<file path="config.mk">
export PLATFORM = sky130hd
export DESIGN_NAME = sssp_port
export DESIGN_NICKNAME = d
export VERILOG_FILES = /design/src/core/sssp_pkg.sv /design/src/core/sssp_pin_sync.sv /design/src/core/sssp_port.sv
export SDC_FILE = /design/constraint.sdc
export NUM_CORES = 1
export LEC_CHECK = 0
export ABC_CLOCK_PERIOD_IN_PS = 1500
export BUFFER_PORTS_ARGS = -buffer_cell sky130_fd_sc_hd__buf_4
export CORE_MARGIN = 5
export CORE_UTILIZATION = 40
export CTS_BUF_LIST = sky130_fd_sc_hd__clkbuf_4
export CTS_CLUSTER_SIZE = 16
export DETAILED_ROUTE_END_ITERATION = 10
export REMOVE_ABC_BUFFERS = 1
export SLEW_MARGIN = 30
export SYNTH_ARGS = -nofsm -noshare
export SYNTH_HDL_FRONTEND = slang
export SYNTH_HIERARCHICAL = 1
export SYNTH_SLANG_ARGS = --single-unit
</file>
<file path="constraint.sdc">
create_clock -name clock -period 1.5 [get_ports clock]
set_input_delay 0.15 -clock clock [delete_from_list [all_inputs] [get_ports clock]]
set_output_delay 0.15 -clock clock [all_outputs]
set_load 0.02 [all_outputs]
</file>
<file path="src/core/sssp_pkg.sv">
package sssp_pkg;

    // register port geometry
    localparam int ADDR_W = 4;
    localparam int DATA_W = 8;

    // register offsets (word index on the register port)
    localparam logic [ADDR_W-1:0] ADDR_INT_CTRL  = 4'h0;
    localparam logic [ADDR_W-1:0] ADDR_FLAGS     = 4'h1;
    localparam logic [ADDR_W-1:0] ADDR_ENABLES   = 4'h2;
    localparam logic [ADDR_W-1:0] ADDR_PRIORITY  = 4'h3;
    localparam logic [ADDR_W-1:0] ADDR_RX_CTRL   = 4'h4;
    localparam logic [ADDR_W-1:0] ADDR_TX_BUF    = 4'h5;
    localparam logic [ADDR_W-1:0] ADDR_TX_CTRL   = 4'h6;
    localparam logic [ADDR_W-1:0] ADDR_RATE_DIV  = 4'h7;
    localparam logic [ADDR_W-1:0] ADDR_RX_BUF    = 4'h8;

    // reset values
    localparam logic [DATA_W-1:0] RST_INT_CTRL   = 8'h00;
    localparam logic [DATA_W-1:0] RST_FLAGS      = 8'h00;
    localparam logic [DATA_W-1:0] RST_ENABLES    = 8'h00;
    localparam logic [DATA_W-1:0] RST_PRIORITY   = 8'h00;
    localparam logic [DATA_W-1:0] RST_RX_CTRL    = 8'h00;
    localparam logic [DATA_W-1:0] RST_TX_BUF     = 8'h00;
    localparam logic [DATA_W-1:0] RST_TX_CTRL    = 8'h02;
    localparam logic [DATA_W-1:0] RST_RATE_DIV   = 8'h00;
    localparam logic [DATA_W-1:0] RST_RX_BUF     = 8'h00;

    // field positions in the flag, enable and interrupt control registers
    localparam int BIT_RX_EVENT   = 5;
    localparam int BIT_TX_EVENT   = 4;
    localparam int BIT_GLOBAL_EN  = 7;
    localparam int BIT_PERIPH_EN  = 6;

    // word lengths in shift clock pulses
    localparam logic [3:0] WORD_BITS_EIGHT = 4'h8;
    localparam logic [3:0] WORD_BITS_NINE  = 4'h9;

    // transmit status and control layout, bit 7 first
    typedef struct packed {
        logic clock_source_select;
        logic transmit_ninth_bit_enable;
        logic transmit_enable;
        logic sync_mode;
        logic spare;
        logic high_rate;
        logic shifter_empty;
        logic transmit_ninth_bit_value;
    } sssp_txctl_s;

    // receive status and control layout, bit 7 first
    typedef struct packed {
        logic port_enable;
        logic receive_ninth_bit_enable;
        logic single_receive_enable;
        logic continuous_receive_enable;
        logic address_detect;
        logic framing_error_flag;
        logic overrun_error_flag;
        logic received_ninth_bit;
    } sssp_rxctl_s;

    // pins seen from the core clock
    typedef struct packed {
        logic shift_timing;
        logic serial_line;
    } sssp_pins_s;

endpackage

</file>
<file path="src/core/sssp_pin_sync.sv">
`timescale 1ns/1ps
module sssp_pin_sync #(
    parameter int W = 2
) (
    // clock and reset
    input  wire logic         clock,
    input  wire logic         rst_n,
    // pins from outside the clock domain
    input  wire logic [W-1:0] async_in,
    // synchronised level and edge pulses
    output logic      [W-1:0] level,
    output logic      [W-1:0] rise,
    output logic      [W-1:0] fall
);

    logic [W-1:0] meta_q;
    logic [W-1:0] sync_q;
    logic [W-1:0] prev_q;

    // meta_q feeds sync_q only; edges are taken between sync_q and prev_q
    always_ff @(posedge clock) begin
        if (!rst_n) begin
            meta_q <= '0;
            sync_q <= '0;
            prev_q <= '0;
        end else begin
            meta_q <= async_in;
            sync_q <= meta_q;
            prev_q <= sync_q;
        end
    end

    assign level = sync_q;
    assign rise  = sync_q & ~prev_q;
    assign fall  = prev_q & ~sync_q;

endmodule

</file>
<file path="src/core/sssp_port.sv">
`timescale 1ns/1ps
module sssp_port (
    // clock and reset
    input  wire logic                        clock,
    input  wire logic                        rst_n,
    // register port
    input  wire logic [sssp_pkg::ADDR_W-1:0] reg_addr,
    input  wire logic [sssp_pkg::DATA_W-1:0] reg_wdata,
    input  wire logic                        reg_wr,
    input  wire logic                        reg_rd,
    output logic      [sssp_pkg::DATA_W-1:0] reg_rdata,
    // core
    input  wire logic                        core_sleep,
    output logic                             irq,
    output logic                             wake,
    // pins
    input  wire logic                        shift_timing_pin,
    input  wire logic                        serial_line_in,
    output logic                             serial_line_out,
    output logic                             serial_line_oe
);

    // register state
    logic [sssp_pkg::DATA_W-1:0] int_ctrl_q;
    logic [sssp_pkg::DATA_W-1:0] flags_spare_q;
    logic [sssp_pkg::DATA_W-1:0] enables_q;
    logic [sssp_pkg::DATA_W-1:0] priority_q;
    logic [sssp_pkg::DATA_W-1:0] rate_div_q;
    sssp_pkg::sssp_txctl_s       txctl_q;
    sssp_pkg::sssp_rxctl_s       rxctl_q;
    logic [sssp_pkg::DATA_W-1:0] rd_data_q;

    // transmit path
    logic [8:0]                  txbuf_q;
    logic                        txbuf_full_q;
    logic                        transmit_buffer_empty_flag_q;
    logic [8:0]                  tsr_q;
    logic [3:0]                  tx_cnt_q;
    logic                        tx_busy_q;

    // receive path
    logic [8:0]                  rsr_q;
    logic [3:0]                  rx_cnt_q;
    logic [7:0]                  rxbuf_q;
    logic                        received_ninth_bit_q;
    logic                        receive_complete_flag_q;
    logic                        overrun_error_flag_q;

    // synchronised pins
    sssp_pkg::sssp_pins_s        pin_level;
    sssp_pkg::sssp_pins_s        pin_rise;
    sssp_pkg::sssp_pins_s        pin_fall;

    sssp_pin_sync #(
        .W        (2)
    ) u_pin_sync (
        .clock    (clock),
        .rst_n    (rst_n),
        .async_in ({shift_timing_pin, serial_line_in}),
        .level    (pin_level),
        .rise     (pin_rise),
        .fall     (pin_fall)
    );

    // address decode
    wire wr_int_ctrl = reg_wr && (reg_addr == sssp_pkg::ADDR_INT_CTRL);
    wire wr_flags    = reg_wr && (reg_addr == sssp_pkg::ADDR_FLAGS);
    wire wr_enables  = reg_wr && (reg_addr == sssp_pkg::ADDR_ENABLES);
    wire wr_priority = reg_wr && (reg_addr == sssp_pkg::ADDR_PRIORITY);
    wire wr_rx_ctrl  = reg_wr && (reg_addr == sssp_pkg::ADDR_RX_CTRL);
    wire wr_tx_buf   = reg_wr && (reg_addr == sssp_pkg::ADDR_TX_BUF);
    wire wr_tx_ctrl  = reg_wr && (reg_addr == sssp_pkg::ADDR_TX_CTRL);
    wire wr_rate_div = reg_wr && (reg_addr == sssp_pkg::ADDR_RATE_DIV);
    wire rd_rx_buf   = reg_rd && (reg_addr == sssp_pkg::ADDR_RX_BUF);

    // mode selection; the shift timing pin is only ever an input here
    wire slave_mode  = txctl_q.sync_mode && rxctl_q.port_enable
                       && !txctl_q.clock_source_select;
    wire rx_on       = slave_mode && rxctl_q.continuous_receive_enable;
    // reception owns the data pin if software left the receive enable on
    wire tx_on       = slave_mode && txctl_q.transmit_enable && !rx_on;
    wire shift_fall  = pin_fall.shift_timing;

    // transmit path control
    wire load_go     = tx_on && txbuf_full_q && !tx_busy_q && !wr_tx_buf;
    wire tx_last     = tx_busy_q && shift_fall && (tx_cnt_q == 4'h1);
    wire [3:0] tx_len = txctl_q.transmit_ninth_bit_enable ? sssp_pkg::WORD_BITS_NINE
                                                          : sssp_pkg::WORD_BITS_EIGHT;

    // receive path control
    wire [3:0] rx_len = rxctl_q.receive_ninth_bit_enable ? sssp_pkg::WORD_BITS_NINE
                                                         : sssp_pkg::WORD_BITS_EIGHT;
    wire       rx_shift = rx_on && shift_fall;
    wire [8:0] rsr_next = {pin_level.serial_line, rsr_q[8:1]};
    wire       rx_done  = rx_shift && (rx_cnt_q == rx_len - 4'h1);
    // eight-bit words sit high in the shifter, nine-bit words fill it
    wire [7:0] rx_word  = rxctl_q.receive_ninth_bit_enable ? rsr_next[7:0] : rsr_next[8:1];
    wire       rx_unread = receive_complete_flag_q && !rd_rx_buf;
    wire       rx_take  = rx_done && !rx_unread;

    // interrupt requests
    wire tx_req      = transmit_buffer_empty_flag_q && enables_q[sssp_pkg::BIT_TX_EVENT];
    wire rx_req      = receive_complete_flag_q && enables_q[sssp_pkg::BIT_RX_EVENT];
    wire periph_req  = tx_req || rx_req;
    wire core_gate   = int_ctrl_q[sssp_pkg::BIT_GLOBAL_EN] && int_ctrl_q[sssp_pkg::BIT_PERIPH_EN];

    assign irq  = periph_req && core_gate;
    assign wake = periph_req && core_sleep;

    // plain software registers
    always_ff @(posedge clock) begin
        if (!rst_n) begin
            int_ctrl_q    <= sssp_pkg::RST_INT_CTRL;
            flags_spare_q <= sssp_pkg::RST_FLAGS;
            enables_q     <= sssp_pkg::RST_ENABLES;
            priority_q    <= sssp_pkg::RST_PRIORITY;
            rate_div_q    <= sssp_pkg::RST_RATE_DIV;
            txctl_q       <= sssp_pkg::sssp_txctl_s'(sssp_pkg::RST_TX_CTRL);
            rxctl_q       <= sssp_pkg::sssp_rxctl_s'(sssp_pkg::RST_RX_CTRL);
        end else begin
            if (wr_int_ctrl) int_ctrl_q <= reg_wdata;
            if (wr_flags) flags_spare_q <= reg_wdata;
            if (wr_enables) enables_q <= reg_wdata;
            if (wr_priority) priority_q <= reg_wdata;
            if (wr_rate_div) rate_div_q <= reg_wdata;
            if (wr_tx_ctrl) txctl_q <= sssp_pkg::sssp_txctl_s'(reg_wdata);
            if (wr_rx_ctrl) rxctl_q <= sssp_pkg::sssp_rxctl_s'(reg_wdata);
        end
    end

    // transmit buffer and flag; the flag only ever clears on a buffer write
    always_ff @(posedge clock) begin
        if (!rst_n) begin
            txbuf_q      <= {1'b0, sssp_pkg::RST_TX_BUF};
            txbuf_full_q <= 1'b0;
            transmit_buffer_empty_flag_q       <= 1'b0;
        end else if (wr_tx_buf) begin
            // ninth bit taken from the control register as it stands now
            txbuf_q      <= {txctl_q.transmit_ninth_bit_value, reg_wdata};
            txbuf_full_q <= 1'b1;
            transmit_buffer_empty_flag_q       <= 1'b0;
        end else if (load_go) begin
            txbuf_full_q <= 1'b0;
            transmit_buffer_empty_flag_q       <= 1'b1;
        end
    end

    // transmit shifter: next bit appears after each falling edge
    always_ff @(posedge clock) begin
        if (!rst_n) begin
            tsr_q     <= '0;
            tx_cnt_q  <= '0;
            tx_busy_q <= 1'b0;
        end else if (!tx_on) begin
            tx_cnt_q  <= '0;
            tx_busy_q <= 1'b0;
        end else if (load_go) begin
            tsr_q     <= txbuf_q;
            tx_cnt_q  <= tx_len;
            tx_busy_q <= 1'b1;
        end else if (tx_busy_q && shift_fall) begin
            tsr_q     <= {1'b0, tsr_q[8:1]};
            tx_cnt_q  <= tx_cnt_q - 4'h1;
            tx_busy_q <= !tx_last;
        end
    end

    assign serial_line_out = tsr_q[0];
    assign serial_line_oe  = tx_on && tx_busy_q;

    // receive shifter keeps running through sleep; nothing here looks at sleep
    always_ff @(posedge clock) begin
        if (!rst_n) begin
            rsr_q    <= '0;
            rx_cnt_q <= '0;
        end else if (!rx_on) begin
            rx_cnt_q <= '0;
        end else if (rx_shift) begin
            rsr_q    <= rsr_next;
            rx_cnt_q <= rx_done ? 4'h0 : rx_cnt_q + 4'h1;
        end
    end

    // receive buffer, complete flag and overrun; a set beats a read clear
    always_ff @(posedge clock) begin
        if (!rst_n) begin
            rxbuf_q <= sssp_pkg::RST_RX_BUF;
            received_ninth_bit_q  <= 1'b0;
            receive_complete_flag_q  <= 1'b0;
            overrun_error_flag_q  <= 1'b0;
        end else begin
            if (rx_take) begin
                rxbuf_q <= rx_word;
                received_ninth_bit_q  <= rxctl_q.receive_ninth_bit_enable && rsr_next[8];
                receive_complete_flag_q  <= 1'b1;
            end else if (rd_rx_buf) begin
                receive_complete_flag_q  <= 1'b0;
            end
            // the unread word is kept; the new one is dropped
            if (!rx_on) begin
                overrun_error_flag_q  <= 1'b0;
            end else if (rx_done && rx_unread) begin
                overrun_error_flag_q  <= 1'b1;
            end
        end
    end

    // read data: clocked framing never yields a framing error
    wire [7:0] flags_rd = {flags_spare_q[7:6], receive_complete_flag_q, transmit_buffer_empty_flag_q, flags_spare_q[3:0]};
    wire [7:0] txctl_rd = {txctl_q[7:2], !tx_busy_q, txctl_q[0]};
    wire [7:0] rxctl_rd = {rxctl_q[7:3], 1'b0, overrun_error_flag_q, received_ninth_bit_q};
    wire [7:0] rd_mux   = (reg_addr == sssp_pkg::ADDR_INT_CTRL) ? int_ctrl_q :
                          (reg_addr == sssp_pkg::ADDR_FLAGS)    ? flags_rd :
                          (reg_addr == sssp_pkg::ADDR_ENABLES)  ? enables_q :
                          (reg_addr == sssp_pkg::ADDR_PRIORITY) ? priority_q :
                          (reg_addr == sssp_pkg::ADDR_RX_CTRL)  ? rxctl_rd :
                          (reg_addr == sssp_pkg::ADDR_TX_BUF)   ? txbuf_q[7:0] :
                          (reg_addr == sssp_pkg::ADDR_TX_CTRL)  ? txctl_rd :
                          (reg_addr == sssp_pkg::ADDR_RATE_DIV) ? rate_div_q :
                          (reg_addr == sssp_pkg::ADDR_RX_BUF)   ? rxbuf_q : 8'h00;

    always_ff @(posedge clock) begin
        if (!rst_n) begin
            rd_data_q <= 8'h00;
        end else begin
            rd_data_q <= reg_rd ? rd_mux : 8'h00;
        end
    end

    assign reg_rdata = rd_data_q;
endmodule

</file>
==> out/results.txt <==
The repair_antennas step left the layout with diodes totalling 0. The library cell used as clock root buffer is clkbuf_4. Clock tree synthesis found a total of 111 sinks. The count of final max-slew check failures was 0.

The run gives 0 as the number of remaining DRC errors. The detailed router finished its first iteration with 328 violations. Setup repair after global routing could not meet its margin everywhere. For this run the aggregate overflow at the end of global routing stands at 0.

The die outline width is 124 um, and the number of CTS-inserted buffers is 9. The worst setup path is launched from a flip-flop. The tightest min-delay check is of the in2reg type. Post-detailed-route wirelength per cell: 17.1 um. Final net count: 685. On the worst path, the slowest cell contributes a delay of 0.36 ns.

The placed wire-length estimate after detailed placement was 10200 um; the die outline height was 124 um. The final clock period utilization by the worst path was 1.11; the power consumption was 5190 uW. After clock tree synthesis, the clock-pin slew on the worst setup and hold paths is 0.16 ns. Final period demand of the worst path: 1.66 ns. The critical path in this run is classified as reg2out. The tools report the overall global routing resource usage as 0.192. The core area was 0.0127 mm^2. The initial standard-cell utilization of the core is 0.409, and the via density per instance is 5.30. Slowest stage cell on the critical path: dfxtp_2. Max-cap violations in this run came to 0. The clock arrives with 0.0172 ns of skew.

For the setup TNS after final layout, the log shows -1.87 ns. Synthesis produced 580 cells. The area of the mapped netlist is 0.00518 mm^2. OpenSTA, run right after detailed placement, puts the worst setup slack at -0.110 ns. Routability-driven placement finished with a final weighted congestion of 0.909. The die covers 0.0153 mm^2. Each instance of the synthesized netlist takes up on average 8.93 um^2.

Power spread over the standard cell area amounts to 788 mW/mm^2. Once detail routing completed, the nets flagged for antenna violations numbered 0. Entering global routing, the biggest net connects 43 pins.

The worst setup path is captured at an output pin. The layout cell share with drive strength beyond 1 was 0.272; the setup-violating endpoint count in the final report was 26. The leakage dissipation came out at 0.00265 uW.

The number of failing hold endpoints at the final stage is 0. Data on the critical path arrives at its endpoint at 1.51 ns. The Yosys step of the flow raised 6 warnings. Timing would allow up to 602 MHz. At the pin with the least slew margin, the transition time is 0.410 ns. The number of global-route vias before repair was 4437; the hold path depth was 4. Final core utilization: 0.520. IR analysis of the VDD net gives a maximum drop of 567 uV. TritonCTS built the clock tree. The signal on the critical path passes through and3b_1 -> and3b_2 -> and2_4 -> buf_6. The first global-routing pass estimated 22800 um of wire. The count of cells in the finished layout, fillers not included, comes to 840. The run finished, with violations left. The clock insertion delay at the later pin of the skew report is 0.49 ns, and the worst-path maximum fanout is 2. For the maximum root-to-sink buffer count, the log shows 2. The number of cells in the design after placement was 801.

The checks that failed: negative setup slack. Port buffering added 30 buffers. Counting cells, the worst reg-to-reg path comes to 8. The pre-antenna-repair detailed-routing pass consisted of 4 iterations. The floorplan has 41 rows. The worst setup slack after layout is -0.162 ns.

The via count came out at 4453. The clock tree synthesis step divided the H-tree into 3 levels. Overall routed net length: 14400 um.

The endpoint required time on the critical path is 1.35 ns, and the worst-case headroom to the max-slew limit is 0.726. The area growth from synthesis to layout is 27.2%. The initial antenna violation count was 0. 31 I/O pins were placed.
placed cells by master (no fill, tap or decap), types with 5 or more instances in the layout:
cell type,instances
nand2_1,65
nand2_2,6
o22ai_1,7
a22o_1,5
a21oi_1,29
a21boi_1,12
o21ai_1,6
buf_6,11
nor2b_1,43
clkbuf_4,9
o31ai_1,5
and2_1,6
buf_4,87
dfxtp_2,8
a22oi_1,6
o211a_1,8
nand3_1,9
nand2b_1,5
inv_1,5
mux2i_1,59
nor2_1,26
a211oi_1,5
dfxtp_1,100
a21boi_0,14
dlygate4sd3_1,11
nor3_1,9
o21ai_0,25
a21oi_2,8
through the flow:
stage	instance area, um^2	hold WS, ns
2_1_floorplan	4990	0.267
3_3_place_gp	5920	0.359
3_5_place_dp	5920	0.361
4_1_cts	6290	0.133
5_1_grt	6590	0.139
6_report	6590	0.181
sequential cells by signal, indices dropped and copies added, names as in the netlist, 2 cells and up:
| signal | cells |
|---|---|
| int_ctrl_q | 8 |
| u_pin_sync/meta_q | 2 |
| rsr_q | 8 |
| rxctl_q | 5 |
| flags_spare_q | 6 |
| enables_q | 8 |
| txctl_q | 7 |
| u_pin_sync/level | 2 |
| tsr_q | 9 |
| tx_cnt_q | 4 |
| reg_rdata | 8 |
| priority_q | 8 |
| rxbuf_q | 8 |
| txbuf_q | 9 |
| rate_div_q | 8 |
| rx_cnt_q | 4 |
path summary, 6_finish.rpt:
kind,slack [ns],startpoint,to
min reg2reg,0.45,u_pin_sync/meta_q[0],u_pin_sync/level[0]
min,0.18,reg_rd,receive_complete_flag_q
max,-0.16,rxctl_q[7],serial_line_oe
max reg2reg,-0.15,rxctl_q[7],tsr_q[5]
worst max-delay path: cells and delay by family, from the launching register on:
kind | cells | cell delay [ns]
and+or+nand+nor | 3 | 0.56
buffers and inverters | 1 | 0.12
DFF | 1 | 0.36
where the power goes:
part	switching, uW	internal, uW
Sequential	19.8	2980
Clock	977	683
Combinational	293	240
layer usage:
metal | up-vias | GRT usage | wire [um]
met5 | - | 0 | 0
li1 | 2201 | - | -
met4 | 0 | 0.0491 | 234
met1 | 2156 | 0.257 | 6640
met2 | 77 | 0.314 | 6900
met3 | 19 | 0.0427 | 592
repair_timing:
action,in CTS,in global routing
gates resized for setup,26,56
cloned,1,2
endpoints found under the setup margin,24,34
hold buffers,11,0
hold endpoints to repair,40,0
setup buffers,3,7
pin swaps,8,15
area by class of cell:
type                            instances  area [um^2]
Clock buffer                            9         67.6
Tap cell                              172          215
Multi-Input combinational cell        421         2960
Timing Repair Buffer                  113          977
Inverter                                7         26.3
Clock inverter                          7         96.3
Sequential cell                       111         2240
Fill cell                            1237         6080
(Power assumes the default switching activity.)
